==> src/rtac_defs.svh <==
`ifndef RTAC_DEFS_SVH
`define RTAC_DEFS_SVH
// Summary of operation
// - alerts are a ring indication or characters 07h then 12h on a port
// - line speed and feature switches sampled on console boot or any ring
// - port feature switch sampled again when first alert character arrives
// - remote boot from either port; password on port 1 only
// - feature switch disabled blocks auto-answer; messages-only lets host answer
// - boot settings give host two rings to raise DTR, then device answers
// - after device answers, host is shut out until the session ends (access-denied, quit, boot or end)
// - power password holds 1 to 15 characters and is compared on entry
// - each port 1 ring during a port 1 session starts a fresh session needing passwords again
// - wrong password retries; third failure denies access and drops RTS, DTR
// - port 0 powers on and boots freely; power-down always needs password
// - password set only from console or port 0 boot display
// - port 1 ring with power on waits five seconds, then answers and prompts
// - power off asks to power on, waits ten seconds, anything but Y on a boot-and-power port ends
// - power-up not complete in thirty seconds reports failure and ends
// - first alert suspends host, flags, messages, waits ten seconds for second
// - second alert takes the port from host and, on port 1, prompts for boot password
// - second alert watched only after message sent; earlier characters dropped
// - power-off with good password opens relay, reports start and completion
// - accepted boot password not asked again until a port 1 ring or session end (access-denied, quit, boot or end); power-down password asked every time

// ==================== characters and limits ====================
`define RTAC_CHR_ALERT1 8'h07
`define RTAC_CHR_ALERT2 8'h12
`define RTAC_CHR_YES 8'h59
`define RTAC_CHR_CR 8'h0D
`define RTAC_RING_LIMIT 2'h2
`define RTAC_TRY_LIMIT 2'h3
`define RTAC_PW_MAX 4'hF

// ==================== timing ====================
`define RTAC_CLK_PERIOD_NS 25
`define RTAC_TICK_MS 1
`define RTAC_TICK_CYCLES ((`RTAC_TICK_MS * 1000000) / `RTAC_CLK_PERIOD_NS)
`define RTAC_HOST_WAIT_S 5
`define RTAC_ALERT_WAIT_S 10
`define RTAC_REPLY_WAIT_S 10
`define RTAC_PWR_UP_WAIT_S 30
`define RTAC_S_TO_TICKS(s) ((s) * 1000 / `RTAC_TICK_MS)

// ==================== register map ====================
`define RTAC_OFF_CMD 12'h000
`define RTAC_OFF_STATUS 12'h004
`define RTAC_OFF_PW 12'h008
`define RTAC_CMD_QUIT 0
`define RTAC_CMD_SHORT_BOOT 1
`define RTAC_CMD_LONG_BOOT 2
`define RTAC_CMD_OFF_PWR 3
`define RTAC_CMD_CONSOLE_BOOT 4
`define RTAC_PW_SEL_BIT 16
`define RTAC_PW_SRC_BIT 17
`endif

==> src/rtac_pkg.sv <==
package rtac_pkg;
  // session sequencer states, one-hot
  typedef enum logic [11:0] {
    S_IDLE = 12'h001,
    S_HOST_WAIT = 12'h002,
    S_MSG = 12'h004,
    S_BOOT_PW = 12'h008,
    S_YN_WAIT = 12'h010,
    S_PWR_PW = 12'h020,
    S_PWR_UP = 12'h040,
    S_DISPLAY = 12'h080,
    S_ALERT_WAIT = 12'h100,
    S_OFF_PW = 12'h200,
    S_PWR_DOWN = 12'h400,
    S_END = 12'h800
  } rtac_state_type;

  // port feature switch positions
  typedef enum logic [1:0] {
    FEAT_DISABLED = 2'h0,
    FEAT_MESSAGES_ONLY_SETTING = 2'h1,
    FEAT_BOOT = 2'h2,
    FEAT_BOOT_PWR = 2'h3
  } rtac_feat_type;

  // messages handed to the port transmitter
  typedef enum logic [3:0] {
    MSG_NONE = 4'h0,
    MSG_ENTER_BOOT_PW = 4'h1,
    MSG_ASK_POWER_ON = 4'h2,
    MSG_ENTER_PWR_PW = 4'h3,
    MSG_PWR_UP_INIT = 4'h4,
    MSG_PWR_STILL_OFF = 4'h5,
    MSG_ACCESS_ENABLED = 4'h6,
    MSG_ACCESS_DISABLED = 4'h7,
    MSG_RETRY = 4'h8,
    MSG_ACCESS_DENIED = 4'h9,
    MSG_PWR_DOWN_INIT = 4'hA,
    MSG_PWR_IS_OFF = 4'hB,
    MSG_CLEAR_SCREEN = 4'hC
  } rtac_msg_type;
endpackage : rtac_pkg

==> src/rtac_access_ctrl.sv <==
`timescale 1ns/100ps
`include "rtac_defs.svh"
module rtac_access_ctrl #(
  parameter int TICK_CYCLES = `RTAC_TICK_CYCLES,
  parameter int HOST_WAIT_TICKS = `RTAC_S_TO_TICKS(`RTAC_HOST_WAIT_S),
  parameter int ALERT_WAIT_TICKS = `RTAC_S_TO_TICKS(`RTAC_ALERT_WAIT_S),
  parameter int REPLY_WAIT_TICKS = `RTAC_S_TO_TICKS(`RTAC_REPLY_WAIT_S),
  parameter int PWR_UP_WAIT_TICKS = `RTAC_S_TO_TICKS(`RTAC_PWR_UP_WAIT_S)
) (
  input wire logic clk,
  input wire logic rst,
  input wire logic clk_en,
  input wire logic psel,
  input wire logic penable,
  input wire logic pwrite,
  input wire logic [11:0] paddr,
  input wire logic [31:0] pwdata,
  output logic [31:0] prdata,
  output logic pready,
  output logic pslverr,
  input wire logic [1:0] ring_ind,
  input wire logic [1:0] feat_sw0,
  input wire logic [1:0] feat_sw1,
  input wire logic [7:0] line_speed_sw,
  input wire logic console_boot_n,
  input wire logic power_good,
  input wire logic [1:0] host_dtr_req,
  input wire logic [1:0] rx_valid,
  input wire logic [7:0] rx_char0,
  input wire logic [7:0] rx_char1,
  input wire logic msg_done,
  output logic msg_req,
  output rtac_pkg::rtac_msg_type msg_code,
  output logic msg_port,
  output logic [1:0] dtr,
  output logic [1:0] rts,
  output logic [1:0] host_block,
  output logic alert_flag,
  output logic relay_on,
  output logic display_on
);
  import rtac_pkg::*;

  // elaboration check: tick and wait counters are 16 bits, so every count must fit
  if (TICK_CYCLES < 2 || TICK_CYCLES > 65535 || HOST_WAIT_TICKS < 1 || HOST_WAIT_TICKS > 65535 ||
      ALERT_WAIT_TICKS < 1 || ALERT_WAIT_TICKS > 65535 || REPLY_WAIT_TICKS < 1 || REPLY_WAIT_TICKS > 65535 ||
      PWR_UP_WAIT_TICKS < 1 || PWR_UP_WAIT_TICKS > 65535) begin : g_bad_timing
    $error("rtac_access_ctrl: timing parameters out of range");
  end

  // ==================== pin synchronisers ====================
  // pins cross in through two flops; ring edge compares the second stage with a third flop
  logic [13:0] s1_reg, s1_next, s2_reg, s2_next;
  logic [2:0] edge_reg, edge_next;
  logic [1:0] ring_rise;
  logic boot_fall;
  always_comb begin
    s1_next = {ring_ind, feat_sw0, feat_sw1, line_speed_sw};
    s2_next = s1_reg;
    edge_next = {s2_reg[13:12], m2_reg[1]};
  end
  always_ff @(posedge clk or posedge rst) begin
    if (rst) begin
      s1_reg <= 14'h0000;
      s2_reg <= 14'h0000;
      edge_reg <= 3'h1;
    end else if (clk_en) begin
      s1_reg <= s1_next;
      s2_reg <= s2_next;
      edge_reg <= edge_next;
    end
  end
  logic [1:0] m1_reg, m2_reg;
  always_ff @(posedge clk or posedge rst) begin
    if (rst) begin
      m1_reg <= 2'h3;
      m2_reg <= 2'h3;
    end else if (clk_en) begin
      m1_reg <= {console_boot_n, power_good};
      m2_reg <= m1_reg;
    end
  end
  assign ring_rise = s2_reg[13:12] & ~edge_reg[2:1];
  assign boot_fall = ~m2_reg[1] & edge_reg[0];

  // ==================== password compare ====================
  function automatic logic pw_ok(input logic [3:0] len, input logic [3:0] idx, input logic miss);
    pw_ok = !miss && (idx == len) && (len != 4'h0);
  endfunction : pw_ok

  // ==================== state ====================
  rtac_state_type state_reg, state_next, ret_reg, ret_next;
  logic port_reg, port_next;
  logic [1:0] tries_reg, tries_next, rings_reg, rings_next;
  logic [3:0] idx_reg, idx_next;
  logic miss_reg, miss_next, boot_ok_reg, boot_ok_next, pwr_ok_reg, pwr_ok_next;
  logic alert_reg, alert_next, relay_reg, relay_next, disp_reg, disp_next;
  logic [1:0] block_reg, block_next, dtr_reg, dtr_next, rts_reg, rts_next;
  logic msg_req_reg, msg_req_next, msg_port_reg, msg_port_next;
  rtac_msg_type msg_code_reg, msg_code_next;
  logic [7:0] speed_reg, speed_next;
  logic [1:0] feat0_reg, feat0_next, feat1_reg, feat1_next;
  logic [15:0] tick_reg, tick_next, wait_reg, wait_next;
  logic [7:0] boot_pw_reg [15], boot_pw_next [15], pwr_pw_reg [15], pwr_pw_next [15];
  logic [3:0] boot_len_reg, boot_len_next, pwr_len_reg, pwr_len_next;
  logic pw_rej_reg, pw_rej_next;
  logic [31:0] prdata_reg, prdata_next;
  logic pready_reg, pready_next, pslverr_reg, pslverr_next;

  // ==================== next-state logic ====================
  logic rx_hit, go_msg, end_sess, wr_now;
  logic [7:0] rx_c;
  logic [3:0] pw_len;
  logic [7:0] pw_chr;
  rtac_msg_type go_code;
  rtac_state_type go_ret;
  rtac_feat_type feat_cur;
  always_comb begin
    state_next = state_reg;
    ret_next = ret_reg;
    port_next = port_reg;
    tries_next = tries_reg;
    rings_next = rings_reg;
    idx_next = idx_reg;
    miss_next = miss_reg;
    boot_ok_next = boot_ok_reg;
    pwr_ok_next = pwr_ok_reg;
    alert_next = alert_reg;
    relay_next = relay_reg;
    disp_next = disp_reg;
    block_next = block_reg;
    dtr_next = dtr_reg;
    rts_next = rts_reg;
    msg_req_next = msg_req_reg;
    msg_port_next = msg_port_reg;
    msg_code_next = msg_code_reg;
    speed_next = speed_reg;
    feat0_next = feat0_reg;
    feat1_next = feat1_reg;
    boot_pw_next = boot_pw_reg;
    pwr_pw_next = pwr_pw_reg;
    boot_len_next = boot_len_reg;
    pwr_len_next = pwr_len_reg;
    pw_rej_next = pw_rej_reg;
    prdata_next = prdata_reg;
    pready_next = 1'b0;
    pslverr_next = 1'b0;
    go_msg = 1'b0;
    go_code = MSG_NONE;
    go_ret = S_IDLE;
    end_sess = 1'b0;
    wr_now = psel && penable && !pready_reg && pwrite;
    rx_hit = rx_valid[port_reg];
    rx_c = port_reg ? rx_char1 : rx_char0;
    feat_cur = rtac_feat_type'(port_reg ? feat1_reg : feat0_reg);
    pw_len = pwr_len_reg;
    pw_chr = rx_c;

    tick_next = (tick_reg == 16'(TICK_CYCLES - 1)) ? 16'h0000 : tick_reg + 16'h0001;
    wait_next = (tick_reg == 16'(TICK_CYCLES - 1)) ? wait_reg + 16'h0001 : wait_reg;

    if (boot_fall || (ring_rise != 2'h0)) begin
      speed_next = s2_reg[7:0];
      feat0_next = s2_reg[11:10];
      feat1_next = s2_reg[9:8];
    end

    // apb slave, one wait state
    if (psel && penable && !pready_reg) begin
      pready_next = 1'b1;
      if (paddr == `RTAC_OFF_STATUS) begin
        prdata_next = {1'b0, tries_reg, feat1_reg, feat0_reg, speed_reg, pw_rej_reg, relay_reg,
                       m2_reg[0], alert_reg, port_reg, state_reg};
      end else if (paddr == `RTAC_OFF_CMD || paddr == `RTAC_OFF_PW) begin
        prdata_next = 32'h00000000;
      end else begin
        prdata_next = 32'h00000000;
        pslverr_next = 1'b1;
      end
    end

    if (wr_now && paddr == `RTAC_OFF_PW) begin
      if ((!pwdata[`RTAC_PW_SRC_BIT] || (state_reg == S_DISPLAY && !port_reg)) && pwdata[15:12] != 4'h0 &&
          pwdata[11:8] < pwdata[15:12]) begin
        pw_rej_next = 1'b0;
        if (pwdata[`RTAC_PW_SEL_BIT]) begin
          pwr_pw_next[pwdata[11:8]] = pwdata[7:0];
          pwr_len_next = pwdata[15:12];
        end else begin
          boot_pw_next[pwdata[11:8]] = pwdata[7:0];
          boot_len_next = pwdata[15:12];
        end
      end else begin
        pw_rej_next = 1'b1;
      end
    end

    case (state_reg)
      S_IDLE: begin
        rings_next = 2'h0;
        if (ring_rise[1] && s2_reg[9:8] != FEAT_DISABLED) begin
          port_next = 1'b1;
          state_next = S_HOST_WAIT;
        end else if (ring_rise[0] && s2_reg[11:10] != FEAT_DISABLED) begin
          port_next = 1'b0;
          state_next = S_HOST_WAIT;
        end else if ((rx_valid[0] && rx_char0 == `RTAC_CHR_ALERT1) ||
                     (rx_valid[1] && rx_char1 == `RTAC_CHR_ALERT1)) begin
          port_next = !(rx_valid[0] && rx_char0 == `RTAC_CHR_ALERT1);
          if (rx_valid[0] && rx_char0 == `RTAC_CHR_ALERT1) begin
            feat0_next = s2_reg[11:10];
          end else begin
            feat1_next = s2_reg[9:8];
          end
          if ((port_next ? s2_reg[9:8] : s2_reg[11:10]) < FEAT_BOOT) begin
            go_msg = 1'b1;
            go_code = MSG_ACCESS_DISABLED;
          end else begin
            alert_next = 1'b1;
            block_next = 2'h3;
            go_msg = 1'b1;
            go_code = MSG_ACCESS_ENABLED;
            go_ret = S_ALERT_WAIT;
          end
        end
      end
      S_HOST_WAIT: begin
        if (ring_rise[port_reg]) begin
          rings_next = rings_reg + 2'h1;
        end
        if (host_dtr_req[port_reg]) begin
          state_next = S_IDLE;
        end else if (feat_cur >= FEAT_BOOT && (rings_reg == `RTAC_RING_LIMIT ||
                     (m2_reg[0] && wait_reg >= 16'(HOST_WAIT_TICKS)))) begin
          dtr_next[port_reg] = 1'b1;
          rts_next[port_reg] = 1'b1;
          block_next[port_reg] = 1'b1;
          state_next = S_DISPLAY;
          boot_ok_next = 1'b0;
          pwr_ok_next = 1'b0;
          tries_next = 2'h0;
        end
        if (state_next == S_DISPLAY) begin
          if (port_reg) begin
            go_msg = 1'b1;
            go_code = MSG_ENTER_BOOT_PW;
            go_ret = S_BOOT_PW;
          end else if (!m2_reg[0]) begin
            go_msg = 1'b1;
            go_code = MSG_ASK_POWER_ON;
            go_ret = S_YN_WAIT;
          end
        end
      end
      S_MSG: begin
        if (msg_done) begin
          msg_req_next = 1'b0;
          state_next = ret_reg;
          if (msg_code_reg == MSG_ACCESS_DENIED || ret_reg == S_END) begin
            end_sess = 1'b1;
          end
        end
      end
      S_BOOT_PW, S_PWR_PW, S_OFF_PW: begin
        if (state_reg == S_BOOT_PW) begin
          pw_len = boot_len_reg;
          pw_chr = boot_pw_reg[idx_reg];
        end else begin
          pw_chr = pwr_pw_reg[idx_reg];
        end
        if (rx_hit && rx_c == `RTAC_CHR_CR) begin
          idx_next = 4'h0;
          miss_next = 1'b0;
          if (pw_ok(pw_len, idx_reg, miss_reg)) begin
            tries_next = 2'h0;
            if (state_reg == S_BOOT_PW) begin
              boot_ok_next = 1'b1;
              state_next = S_DISPLAY;
              if (!m2_reg[0]) begin
                go_msg = 1'b1;
                go_code = MSG_ASK_POWER_ON;
                go_ret = S_YN_WAIT;
              end
            end else if (state_reg == S_PWR_PW) begin
              pwr_ok_next = 1'b1;
              relay_next = 1'b1;
              go_msg = 1'b1;
              go_code = MSG_PWR_UP_INIT;
              go_ret = S_PWR_UP;
            end else begin
              pwr_ok_next = 1'b1;
              relay_next = 1'b0;
              go_msg = 1'b1;
              go_code = MSG_PWR_DOWN_INIT;
              go_ret = S_PWR_DOWN;
            end
          end else if (tries_reg == `RTAC_TRY_LIMIT - 2'h1) begin
            go_msg = 1'b1;
            go_code = MSG_ACCESS_DENIED;
            go_ret = S_IDLE;
          end else begin
            tries_next = tries_reg + 2'h1;
            go_msg = 1'b1;
            go_code = MSG_RETRY;
            go_ret = state_reg;
          end
        end else if (rx_hit) begin
          miss_next = miss_reg || idx_reg == `RTAC_PW_MAX || rx_c != pw_chr;
          idx_next = (idx_reg == `RTAC_PW_MAX) ? idx_reg : idx_reg + 4'h1;
        end
      end
      S_YN_WAIT: begin
        if (rx_hit && rx_c == `RTAC_CHR_YES && feat_cur == FEAT_BOOT_PWR) begin
          if (port_reg && !pwr_ok_reg) begin
            go_msg = 1'b1;
            go_code = MSG_ENTER_PWR_PW;
            go_ret = S_PWR_PW;
          end else begin
            relay_next = 1'b1;
            go_msg = 1'b1;
            go_code = MSG_PWR_UP_INIT;
            go_ret = S_PWR_UP;
          end
        end else if (rx_hit || wait_reg >= 16'(REPLY_WAIT_TICKS)) begin
          go_msg = 1'b1;
          go_code = MSG_CLEAR_SCREEN;
          go_ret = S_END;
        end
      end
      S_PWR_UP: begin
        if (m2_reg[0]) begin
          state_next = S_DISPLAY;
        end else if (wait_reg >= 16'(PWR_UP_WAIT_TICKS)) begin
          relay_next = 1'b0;
          go_msg = 1'b1;
          go_code = MSG_PWR_STILL_OFF;
          go_ret = S_END;
        end
      end
      S_PWR_DOWN: begin
        if (!m2_reg[0]) begin
          go_msg = 1'b1;
          go_code = MSG_PWR_IS_OFF;
          go_ret = S_DISPLAY;
        end
      end
      S_ALERT_WAIT: begin
        if (rx_valid[port_reg] && rx_c == `RTAC_CHR_ALERT2) begin
          block_next = 2'h0;
          block_next[port_reg] = 1'b1;
          dtr_next[port_reg] = 1'b1;
          rts_next[port_reg] = 1'b1;
          tries_next = 2'h0;
          state_next = S_DISPLAY;
          if (port_reg && !boot_ok_reg) begin
            go_msg = 1'b1;
            go_code = MSG_ENTER_BOOT_PW;
            go_ret = S_BOOT_PW;
          end
        end else if (wait_reg >= 16'(ALERT_WAIT_TICKS)) begin
          alert_next = 1'b0;
          block_next = 2'h0;
          state_next = S_IDLE;
        end
      end
      S_DISPLAY: begin
        disp_next = 1'b1;
        if (wr_now && paddr == `RTAC_OFF_CMD && pwdata[`RTAC_CMD_OFF_PWR]) begin
          go_msg = 1'b1;
          go_code = MSG_ENTER_PWR_PW;
          go_ret = S_OFF_PW;
        end
      end
      default: begin
        end_sess = 1'b1;
      end
    endcase

    if (state_reg != S_IDLE && state_reg != S_HOST_WAIT && wr_now && paddr == `RTAC_OFF_CMD &&
        (pwdata[`RTAC_CMD_QUIT] || pwdata[`RTAC_CMD_SHORT_BOOT] || pwdata[`RTAC_CMD_LONG_BOOT])) begin
      end_sess = 1'b1;
      go_msg = 1'b0;
    end
    if (go_msg) begin
      msg_req_next = 1'b1;
      msg_code_next = go_code;
      msg_port_next = port_next;
      ret_next = go_ret;
      state_next = S_MSG;
    end
    if (end_sess) begin
      state_next = S_IDLE;
      dtr_next = 2'h0;
      rts_next = 2'h0;
      block_next = 2'h0;
      alert_next = 1'b0;
      disp_next = 1'b0;
      boot_ok_next = 1'b0;
      pwr_ok_next = 1'b0;
      msg_req_next = 1'b0;
    end
    if (ring_rise[1] && port_reg && state_reg != S_IDLE && state_reg != S_HOST_WAIT && !end_sess) begin
      boot_ok_next = 1'b0;
      pwr_ok_next = 1'b0;
      disp_next = 1'b0;
      tries_next = 2'h0;
      msg_req_next = 1'b1;
      msg_code_next = MSG_ENTER_BOOT_PW;
      msg_port_next = 1'b1;
      ret_next = S_BOOT_PW;
      state_next = S_MSG;
    end
    if (state_next != state_reg) begin
      tick_next = 16'h0000;
      wait_next = 16'h0000;
      idx_next = 4'h0;
      miss_next = 1'b0;
    end
  end

  // ==================== registers ====================
  // password storage has no reset; contents mean nothing until a length is loaded
  always_ff @(posedge clk) begin
    if (clk_en) begin
      boot_pw_reg <= boot_pw_next;
      pwr_pw_reg <= pwr_pw_next;
    end
  end
  always_ff @(posedge clk or posedge rst) begin
    if (rst) begin
      state_reg <= S_IDLE;
      ret_reg <= S_IDLE;
      port_reg <= 1'b0;
      tries_reg <= 2'h0;
      rings_reg <= 2'h0;
      idx_reg <= 4'h0;
      miss_reg <= 1'b0;
      boot_ok_reg <= 1'b0;
      pwr_ok_reg <= 1'b0;
      alert_reg <= 1'b0;
      relay_reg <= 1'b0;
      disp_reg <= 1'b0;
      block_reg <= 2'h0;
      dtr_reg <= 2'h0;
      rts_reg <= 2'h0;
      msg_req_reg <= 1'b0;
      msg_port_reg <= 1'b0;
      msg_code_reg <= MSG_NONE;
      speed_reg <= 8'h00;
      feat0_reg <= 2'h0;
      feat1_reg <= 2'h0;
      tick_reg <= 16'h0000;
      wait_reg <= 16'h0000;
      boot_len_reg <= 4'h0;
      pwr_len_reg <= 4'h0;
      pw_rej_reg <= 1'b0;
      prdata_reg <= 32'h00000000;
      pready_reg <= 1'b0;
      pslverr_reg <= 1'b0;
    end else if (clk_en) begin
      state_reg <= state_next;
      ret_reg <= ret_next;
      port_reg <= port_next;
      tries_reg <= tries_next;
      rings_reg <= rings_next;
      idx_reg <= idx_next;
      miss_reg <= miss_next;
      boot_ok_reg <= boot_ok_next;
      pwr_ok_reg <= pwr_ok_next;
      alert_reg <= alert_next;
      relay_reg <= relay_next;
      disp_reg <= disp_next;
      block_reg <= block_next;
      dtr_reg <= dtr_next;
      rts_reg <= rts_next;
      msg_req_reg <= msg_req_next;
      msg_port_reg <= msg_port_next;
      msg_code_reg <= msg_code_next;
      speed_reg <= speed_next;
      feat0_reg <= feat0_next;
      feat1_reg <= feat1_next;
      tick_reg <= tick_next;
      wait_reg <= wait_next;
      boot_len_reg <= boot_len_next;
      pwr_len_reg <= pwr_len_next;
      pw_rej_reg <= pw_rej_next;
      prdata_reg <= prdata_next;
      pready_reg <= pready_next;
      pslverr_reg <= pslverr_next;
    end
  end

  // outputs straight from flops
  assign prdata = prdata_reg;
  assign pready = pready_reg;
  assign pslverr = pslverr_reg;
  assign msg_req = msg_req_reg;
  assign msg_code = msg_code_reg;
  assign msg_port = msg_port_reg;
  assign dtr = dtr_reg;
  assign rts = rts_reg;
  assign host_block = block_reg;
  assign alert_flag = alert_reg;
  assign relay_on = relay_reg;
  assign display_on = disp_reg;
endmodule : rtac_access_ctrl

==> config.mk <==
export PLATFORM = sky130hd
export DESIGN_NAME = rtac_access_ctrl
export DESIGN_NICKNAME = d
export VERILOG_FILES = /design/src/rtac_pkg.sv /design/src/rtac_access_ctrl.sv
export VERILOG_INCLUDE_DIRS = /design/src
export SDC_FILE = /design/constraint.sdc
export NUM_CORES = 1
export LEC_CHECK = 0
export BUFFER_PORTS_ARGS = -buffer_cell sky130_fd_sc_hd__buf_2
export CAP_MARGIN = 20
export CELL_PAD_IN_SITES_DETAIL_PLACEMENT = 1
export CELL_PAD_IN_SITES_GLOBAL_PLACEMENT = 1
export CORE_MARGIN = 2
export CORE_UTILIZATION = 23
export DETAILED_ROUTE_END_ITERATION = 8
export HOLD_SLACK_MARGIN = 0.05
export PLACE_DENSITY_LB_ADDON = 0.1
export SETUP_SLACK_MARGIN = 0.3
export SYNTH_ARGS = -nofsm -noshare
export SYNTH_HDL_FRONTEND = slang
export SYNTH_SLANG_ARGS = --single-unit
==> constraint.sdc <==
create_clock -name clk -period 17.2 [get_ports clk]
set_input_delay 4.3 -clock clk [delete_from_list [all_inputs] [get_ports clk]]
set_output_delay 4.3 -clock clk [all_outputs]
set_load 0.02 [all_outputs]
==> results of run 1 <==
-- stage by stage --
| step | std cells | hold WS [ns] |
|---|---|---|
| floorplan | 1544 | 0.461 |
| global placement | 2678 | 0.463 |
| detailed placement | 2678 | 0.471 |
| CTS | 2771 | 0.483 |
| global route | 2771 | 0.501 |
| finish | 2771 | 0.474 |
-- worst max-delay path, delay by kind of cell --
| family | cells | cell delay (ns) |
|---|---|---|
| AND/OR/NAND/NOR | 6 | 2.44 |
| AO/OA/AOI/OAI | 4 | 1.71 |
| buffers and inverters | 1 | 0.11 |
-- per-layer routing --
layer / part of all wire (%) / wire, um / vias up
met3: 3.1 / 2060 / 87
li1: - / - / 6127
met1: 46 / 30400 / 6850
met4: 2.5 / 1630 / 0
met2: 49 / 32100 / 225
met5: 0 / 0 / -
-- power groups by stage --
stage	Combinational (W)	Clock (W)	Sequential, W
2_1_floorplan	0.000347	0	0.00115
3_3_place_gp	0.000537	0	0.00116
3_5_place_dp	0.000537	0	0.00116
4_1_cts	0.000539	0.00115	0.00114
5_1_grt	0.000578	0.00118	0.00115
6_report	0.000532	0.00111	0.00114
-- area by class of cell --
type	count	area, um^2
Fill cell	9065	60500
Sequential cell	412	11500
Multi-Input combinational cell	1001	7210
Clock buffer	70	1440
Tap cell	1080	1350
Timing Repair Buffer	152	841
Clock inverter	23	289
Inverter	33	131
-- worst max-delay path by stage --
stage / end / slack, ns / cells after the start
finish: wait_reg[8] / 9.16 / 11
CTS: miss_reg / 9.18 / 12
global placement: wait_reg[8] / 8.60 / 11
detailed placement: miss_reg / 8.54 / 12
global route: miss_reg / 8.91 / 12
floorplan: alert_flag / 8.25 / 1
-- kinds of logic (layout without fill, tap and decap cells) --
| group | Yosys count | count (layout) |
|---|---|---|
| xor gates and xnor gates | 25 | 25 |
| and+or+nand+nor | 502 | 502 |
| adders and majority gates | 9 | 9 |
| other | 1 | 1 |
| buffers and inverters | 131 | 278 |
| AOI/OAI and AO/OA | 315 | 315 |
| muxes | 149 | 149 |
| DFF | 412 | 412 |
-- layout by cell type (no fill, tap or decap), drive strengths merged, types with 33 or more instances in the layout --
| cell type | count |
|---|---|
| a21oi | 54 |
| a22o | 35 |
| buf | 152 |
| clkbuf | 70 |
| dfrtp | 165 |
| edfxtp | 240 |
| inv | 34 |
| mux2 | 61 |
| mux2i | 62 |
| nand2 | 92 |
| nand3 | 38 |
| nor2 | 126 |
| nor2b | 33 |
| nor3 | 40 |
| o21ai | 65 |
==> metrics.md, run 1 <==
| Metric | Value |
|---|---|
| Largest family of logic cells by synthesized area | `simple AND/OR/NAND/NOR gates` |
| CTS Sinks | `412` |
| Endpoint of the worst-slack reg-to-reg timing path | `wait_reg[8]` |
| Sw Ratio | `30.9%` |
| Fraction of synthesis flops using an asynchronous set or reset pin | `41.7%` |
| Final setup TNS | `0 ns` |
| Reg-to-reg startpoint | `state_reg[4]` |
| LEAKAGE | `8.28 nW` |
| Routing usage on met1 | `20.6%` |
| Register-to-register setup slack | `11.67 ns` |
| Int Power | `0.00192 W` |
| Nets | `1747` |
| Post-route DRC violation count | `0` |
| Proportion of layout cells with a drive suffix above 1 | `21.8%` |
| Initial core utilization | `23.1%` |
| Number of synthesized flops with an enable pin | `240` |
| Average instance area after synthesis | `12.5 um^2` |
| Total count of hold-check failures in the final report | `0` |
| Overall routed net length | `66.2 mm` |
| Placed instance area | `0.0211 mm^2` |
| Setup clock skew after layout | `0.0405 ns` |
| CP max FO | `9` |
| Global route total overflow | `0` |
| Pre-CTS setup slack | `8.54 ns` |
| Syn Nets | `1640` |
| Top Usage Layer GRT | `met2` |
| Biggest area consumer among synthesized cells | `edfxtp_1` |
| YS warnings | `0` |
| Cell Area, Synth | `0.0193 mm^2` |
| Timing-limited maximum frequency | `124 MHz` |
| Count of TritonRoute iterations in the first routing pass | `5` |
| Critical path startpoint category | `input port` |
| First-pass GRT wire length | `98.2 mm` |
| Path type of the worst min-delay path | `register to register` |
| Total via count after detailed routing | `13300` |
| Sequential cell fraction of total power | `41.1%` |
| # port buffers | `120` |
| Cell chain of the critical path | `buf_2 -> or3b_1 -> or4b_2 -> a21boi_1 -> nor3b_1 -> o21ai_0 -> a21oi_1 -> a2111oi_2 -> nand4_1 -> or4_1 -> nand3_1` |
| End-of-flow core utilization | `27.4%` |
| Min Clock Period, post-route | `8.04 ns` |
| Post-DR vias/cell | `4.80` |
| Antenna violations before repair | `0` |
| Worst path arrival time | `8.58 ns` |
| Origin of the worst min-delay path | `msg_req` |
| Cells after synthesis | `1544` |
| Met3 usage | `2.00%` |
| Setup violators final | `0` |
| Adder and majority cell fraction of the synthesized area | `0.585%` |
| Count of antenna diodes in the layout | `0` |
| Top cells by area in the synthesized netlist | `edfxtp_1 37%, dfrtp_1 21%, mux2_2 3.6%, mux2i_1 3.2%, mux4_2 3.0%` |
| Slew at the pin with the worst max-slew slack | `1.01 ns` |
| Reg clk slew, reported paths | `0.05 ns` |
| Die outline area | `0.0860 mm^2` |
| Run status | `finished clean` |
| Core ar. | `0.0833 mm^2` |
| Placement row count | `106` |
| Reg2reg path depth | `11` |
| Final clock period utilization by the worst path | `46.7%` |
| Simple-gate portion of the synthesized area | `14.0%` |
| Initial DRC count | `852` |
| Hold worst-path end | `msg_req` |
| Seq cells post-synth | `412` |
| Multiplexer fraction of the synthesized cell area | `9.83%` |
| Share of the synthesized area in the top cell type | `37.4%` |
| Critical Path Max Stage Delay | `0.65 ns` |
| Combinational Power Share | `19.1%` |
| Count of cell types in the netlist | `92` |
| Area growth from synthesis to layout | `18.4%` |
| Vias in the first global route | `14200` |
| Minimum setup slack in the final design | `9.16 ns` |
| Slowest stage cell, crit path | `or4b_2` |
| Worst VDD drop | `83.3 uV` |
| CTS tree | `built` |
| Most frequent cell after synthesis | `edfxtp_1` |
| Post-synthesis compound-gate area fraction | `11.7%` |
| GR Util All Layers | `15.4%` |
| Global Route met2 Usage | `25.9%` |
| Count of final max-slew check failures | `0` |
| Unrepaired setup endpoints after global routing | `no` |
| Clock root buffer | `clkbuf_16` |
| Number of cells upsized or downsized after cts | `0` |
| Primary flip-flop cell chosen by synthesis mapping | `edfxtp_1` |
| Number of levels in the clock H-tree | `2` |
| Overall power | `0.00278 W` |
| Xor/xnor cell area share of the yosys netlist | `1.14%` |
| Antenna viol nets, final | `0` |
| Hold depth | `2` |
| Clock network power share | `39.7%` |
| Slew Limit Headroom | `32.0%` |
| Number of buffers on the longest clock path | `3` |
| Gpl congestion | `0.828` |
| Finished Cell Area | `0.0228 mm^2` |
| Data required time of the worst path | `17.74 ns` |
| Critical Setup Path Class | `input port to register` |
| Die X | `293 um` |
| Pwr dens | `122 mW/mm^2` |
| Number of max-cap violations | `0` |
| Number of post-CTS setup repair buffers | `0` |
| Number of hold buffers added after CTS | `0` |
| Clk Latency, worst-skew pair | `0.63 ns` |
| Sequential area share after synthesis | `59.8%` |
| Crit end category | `register` |
| Pin count of the biggest net entering global routing | `112` |
| Crit path launch | `rx_char1[3]` |
| Count of boundary I/O pins | `136` |
| Floorplan die height | `293 um` |
| Final HPWL from detailed placement | `45.6 mm` |
| Leading post-synthesis cells by instance count | `240 x edfxtp_1, 165 x dfrtp_1, 126 x nor2_1` |
| Reported net switching power | `0.000858 W` |
| Wire per inst | `23.9 um` |
| TritonCTS Buffers | `51` |
(Power assumes the default switching activity.)
==> run 2: changes to the inputs <==
--- a/config.mk
+++ b/config.mk
@@ -6,6 +6,7 @@
 export SDC_FILE = /design/constraint.sdc
 export NUM_CORES = 1
 export LEC_CHECK = 0
+export ABC_AREA = 1
 export BUFFER_PORTS_ARGS = -buffer_cell sky130_fd_sc_hd__buf_2
 export CAP_MARGIN = 20
 export CELL_PAD_IN_SITES_DETAIL_PLACEMENT = 1
==> constraint.sdc (replaced) <==
create_clock -name clk -period 6.54 [get_ports clk]
set_input_delay 1.635 -clock clk [delete_from_list [all_inputs] [get_ports clk]]
set_output_delay 1.635 -clock clk [all_outputs]
set_load 0.02 [all_outputs]
==> run 2 against run 1 <==
Critical path depth rose by 6; sequential cell count did not move; global-route usage rose by 0.51 points; synthesized cell count rose by 32%; final cell count rose by 19%; wire length rose by 3.5%; clock power rose by 150%; die area rose by 0.48%; sequential share of layout area fell by 0.52 points.
==> metrics.md, run 2 <==
| Metric | Value |
|---|---|
| Share of the synthesized area in the top cell type | `37.3%` |
| Slew at the pin with the worst max-slew slack | `1.06 ns` |
| Count of boundary I/O pins | `136` |
| Number of levels in the clock H-tree | `2` |
| Slew Limit Headroom | `28.5%` |
| Data required time of the worst path | `7.01 ns` |
| Antenna viol nets, final | `0` |
| Number of cells upsized or downsized after cts | `0` |
| Minimum setup slack in the final design | `1.34 ns` |
| Number of hold buffers added after CTS | `0` |
| Top cells by area in the synthesized netlist | `edfxtp_1 37%, dfrtp_1 21%, nand2_1 8.2%, o21ai_0 6.4%, nor2_1 4.3%` |
| Post-route DRC violation count | `0` |
| CTS Sinks | `412` |
| Average instance area after synthesis | `9.49 um^2` |
| Antenna violations before repair | `0` |
| Reg area | `0.0115 mm^2` |
| Vias in the first global route | `16000` |
| Largest family of logic cells by synthesized area | `simple AND/OR/NAND/NOR gates` |
| Fraction of synthesis flops using an asynchronous set or reset pin | `41.7%` |
| CTS tree | `built` |
| CP max FO | `31` |
| Total via count after detailed routing | `15300` |
| Core ar. | `0.0834 mm^2` |
| Primary flip-flop cell chosen by synthesis mapping | `edfxtp_1` |
| Number of synthesized flops with an enable pin | `240` |
| Number of buffers on the longest clock path | `3` |
| Critical Setup Path Class | `input port to register` |
| Multi-input logic area | `0.00673 mm^2` |
| # port buffers | `120` |
| Die X | `294 um` |
| Pwr dens | `267 mW/mm^2` |
| Number of filler instances in the final layout | `9569` |
| Critical path startpoint category | `input port` |
| Min Clock Period, post-route | `5.20 ns` |
| Gpl congestion | `0.827` |
| Floorplan die height | `294 um` |
| Top library cells by usage in the layout, fill and taps aside | `424 x nand2_1, 247 x o21ai_0, 240 x edfxtp_1` |
| Simple-gate portion of the synthesized area | `20.1%` |
| Worst hold slack | `0.461 ns` |
| Area growth from synthesis to layout | `19.0%` |
| Initial DRC count | `729` |
| Syn Nets | `2135` |
| Pre-CTS setup slack | `0.625 ns` |
| Die outline area | `0.0864 mm^2` |
| Final clock period utilization by the worst path | `79.6%` |
| Initial core utilization | `23.2%` |
| Post-synthesis compound-gate area fraction | `13.1%` |
| Post-DR vias/cell | `4.63` |
| YS warnings | `0` |
| Setup violators final | `0` |
| Nets | `2279` |
| Pin count of the biggest net entering global routing | `94` |
| Number of max-cap violations | `0` |
| Count of TritonRoute iterations in the first routing pass | `4` |
| Clk Latency, worst-skew pair | `0.64 ns` |
| Seq cells post-synth | `412` |
| Overall power | `0.00616 W` |
| LEAKAGE | `9.18 nW` |
| Timing-limited maximum frequency | `192 MHz` |
| Run status | `finished clean` |
| TritonCTS Buffers | `52` |
| Number of post-CTS setup repair buffers | `0` |
| Crit end category | `register` |
| Adder and majority cell fraction of the synthesized area | `0.582%` |
| Biggest area consumer among synthesized cells | `edfxtp_1` |
| Placement row count | `106` |
| Count of cell types in the netlist | `56` |
| Global route total overflow | `0` |
| Final setup TNS | `0 ns` |
| Xor/xnor cell area share of the yosys netlist | `0.860%` |
| Reg clk slew, reported paths | `0.06 ns` |
| GR Util All Layers | `15.9%` |
| Worst VDD drop | `203 uV` |
| Final HPWL from detailed placement | `48.3 mm` |
| Unrepaired setup endpoints after global routing | `no` |
| Multiplexer fraction of the synthesized cell area | `0.0582%` |
| Most frequent cell after synthesis | `nand2_1` |
| Cell Area, Synth | `0.0193 mm^2` |
| Setup clock skew after layout | `0.0717 ns` |
| Path type of the worst min-delay path | `register to register` |
| First-pass GRT wire length | `103 mm` |
| Overall routed net length | `68.5 mm` |
| Wire per inst | `20.7 um` |
| Leading post-synthesis cells by instance count | `424 x nand2_1, 247 x o21ai_0, 240 x edfxtp_1` |
| Sequential area share after synthesis | `59.5%` |
| Worst path arrival time | `5.67 ns` |
| Count of final max-slew check failures | `0` |
| Leading cell type in the layout, fill and taps excluded | `nand2_1` |
| Total count of hold-check failures in the final report | `0` |
| Clock root buffer | `clkbuf_16` |
| Proportion of layout cells with a drive suffix above 1 | `14.8%` |
| Cells after synthesis | `2039` |
[run 2: layout make-up]
type | instances | share of cell area [%]
Sequential cell | 412 | 50.0
Multi-Input combinational cell | 1348 | 29.2
Inverter | 189 | 3.10
Timing Repair Buffer | 180 | 4.63
Clock buffer | 76 | 6.13
Clock inverter | 19 | 0.946
Tap cell | 1080 | 5.87
Antenna cell | 3 | 0.0326
[run 2: stage by stage]
stage               cell area [um^2]  utilization, %  std cells
floorplan                      19300               -       2039
global placement               21400            25.6       3209
detailed placement             21400            25.6       3209
CTS                            23000            27.6       3304
global route                   23000            27.6       3304
finish                         23000            27.6       3307
[run 2: routing by layer]
layer,vias to the layer above,share of wire [%],track usage (%)
met1,7704,45,20.7
met5,-,0,0
met3,75,2.5,1.89
li1,7338,-,-
met2,182,51,28.0
met4,0,1.9,3.67
[run 2: logic make-up after synthesis]
family / after synthesis
mux: 1
compound gates: 428
simple gates: 890
fa+ha+maj: 9
buf+inv: 279
flops: 412
xor+xnor: 19
other cells: 1
[run 2: power breakdown]
group | total, W | internal [W] | leakage, nW | switching (W)
clock network | 0.00275 | 0.00158 | 0.777 | 0.00116
registers | 0.00289 | 0.00283 | 4.42 | 0.0000619
logic | 0.000519 | 0.000132 | 3.99 | 0.000387
total | 0.00616 | 0.00454 | 9.18 | 0.00161
[run 2: final timing paths]
| path | from | to | slack, ns | depth (start not counted) |
|---|---|---|---|---|
| max | pwdata[2] | idx_reg[2] | 1.34 | 17 |
| min | m1_reg[0] | m1_reg[0] | 0.46 | 2 |
| max reg2reg | state_reg[3] | idx_reg[2] | 1.89 | 21 |
| min reg2reg | m1_reg[0] | m1_reg[0] | 0.46 | 2 |
| max in group asynchronous | rst | boot_len_reg[3] | 4.26 | 3 |
| min in group asynchronous | rst | prdata[24] | 1.04 | 2 |
[run 2: worst max-delay path: stages]
cell	delay, ns
buf_2	0.32
nor3_1	0.91
nor4_1	0.21
nor2_1	0.22
nand2_2	0.14
nor2_4	0.36
inv_1	0.15
a21oi_1	0.18
nand2_1	0.10
nand2_1	0.08
nand3_1	0.08
nor2_1	0.12
nand3_2	0.13
nor2_4	0.51
a21oi_1	0.30
nand3_1	0.14
nand2_1	0.06
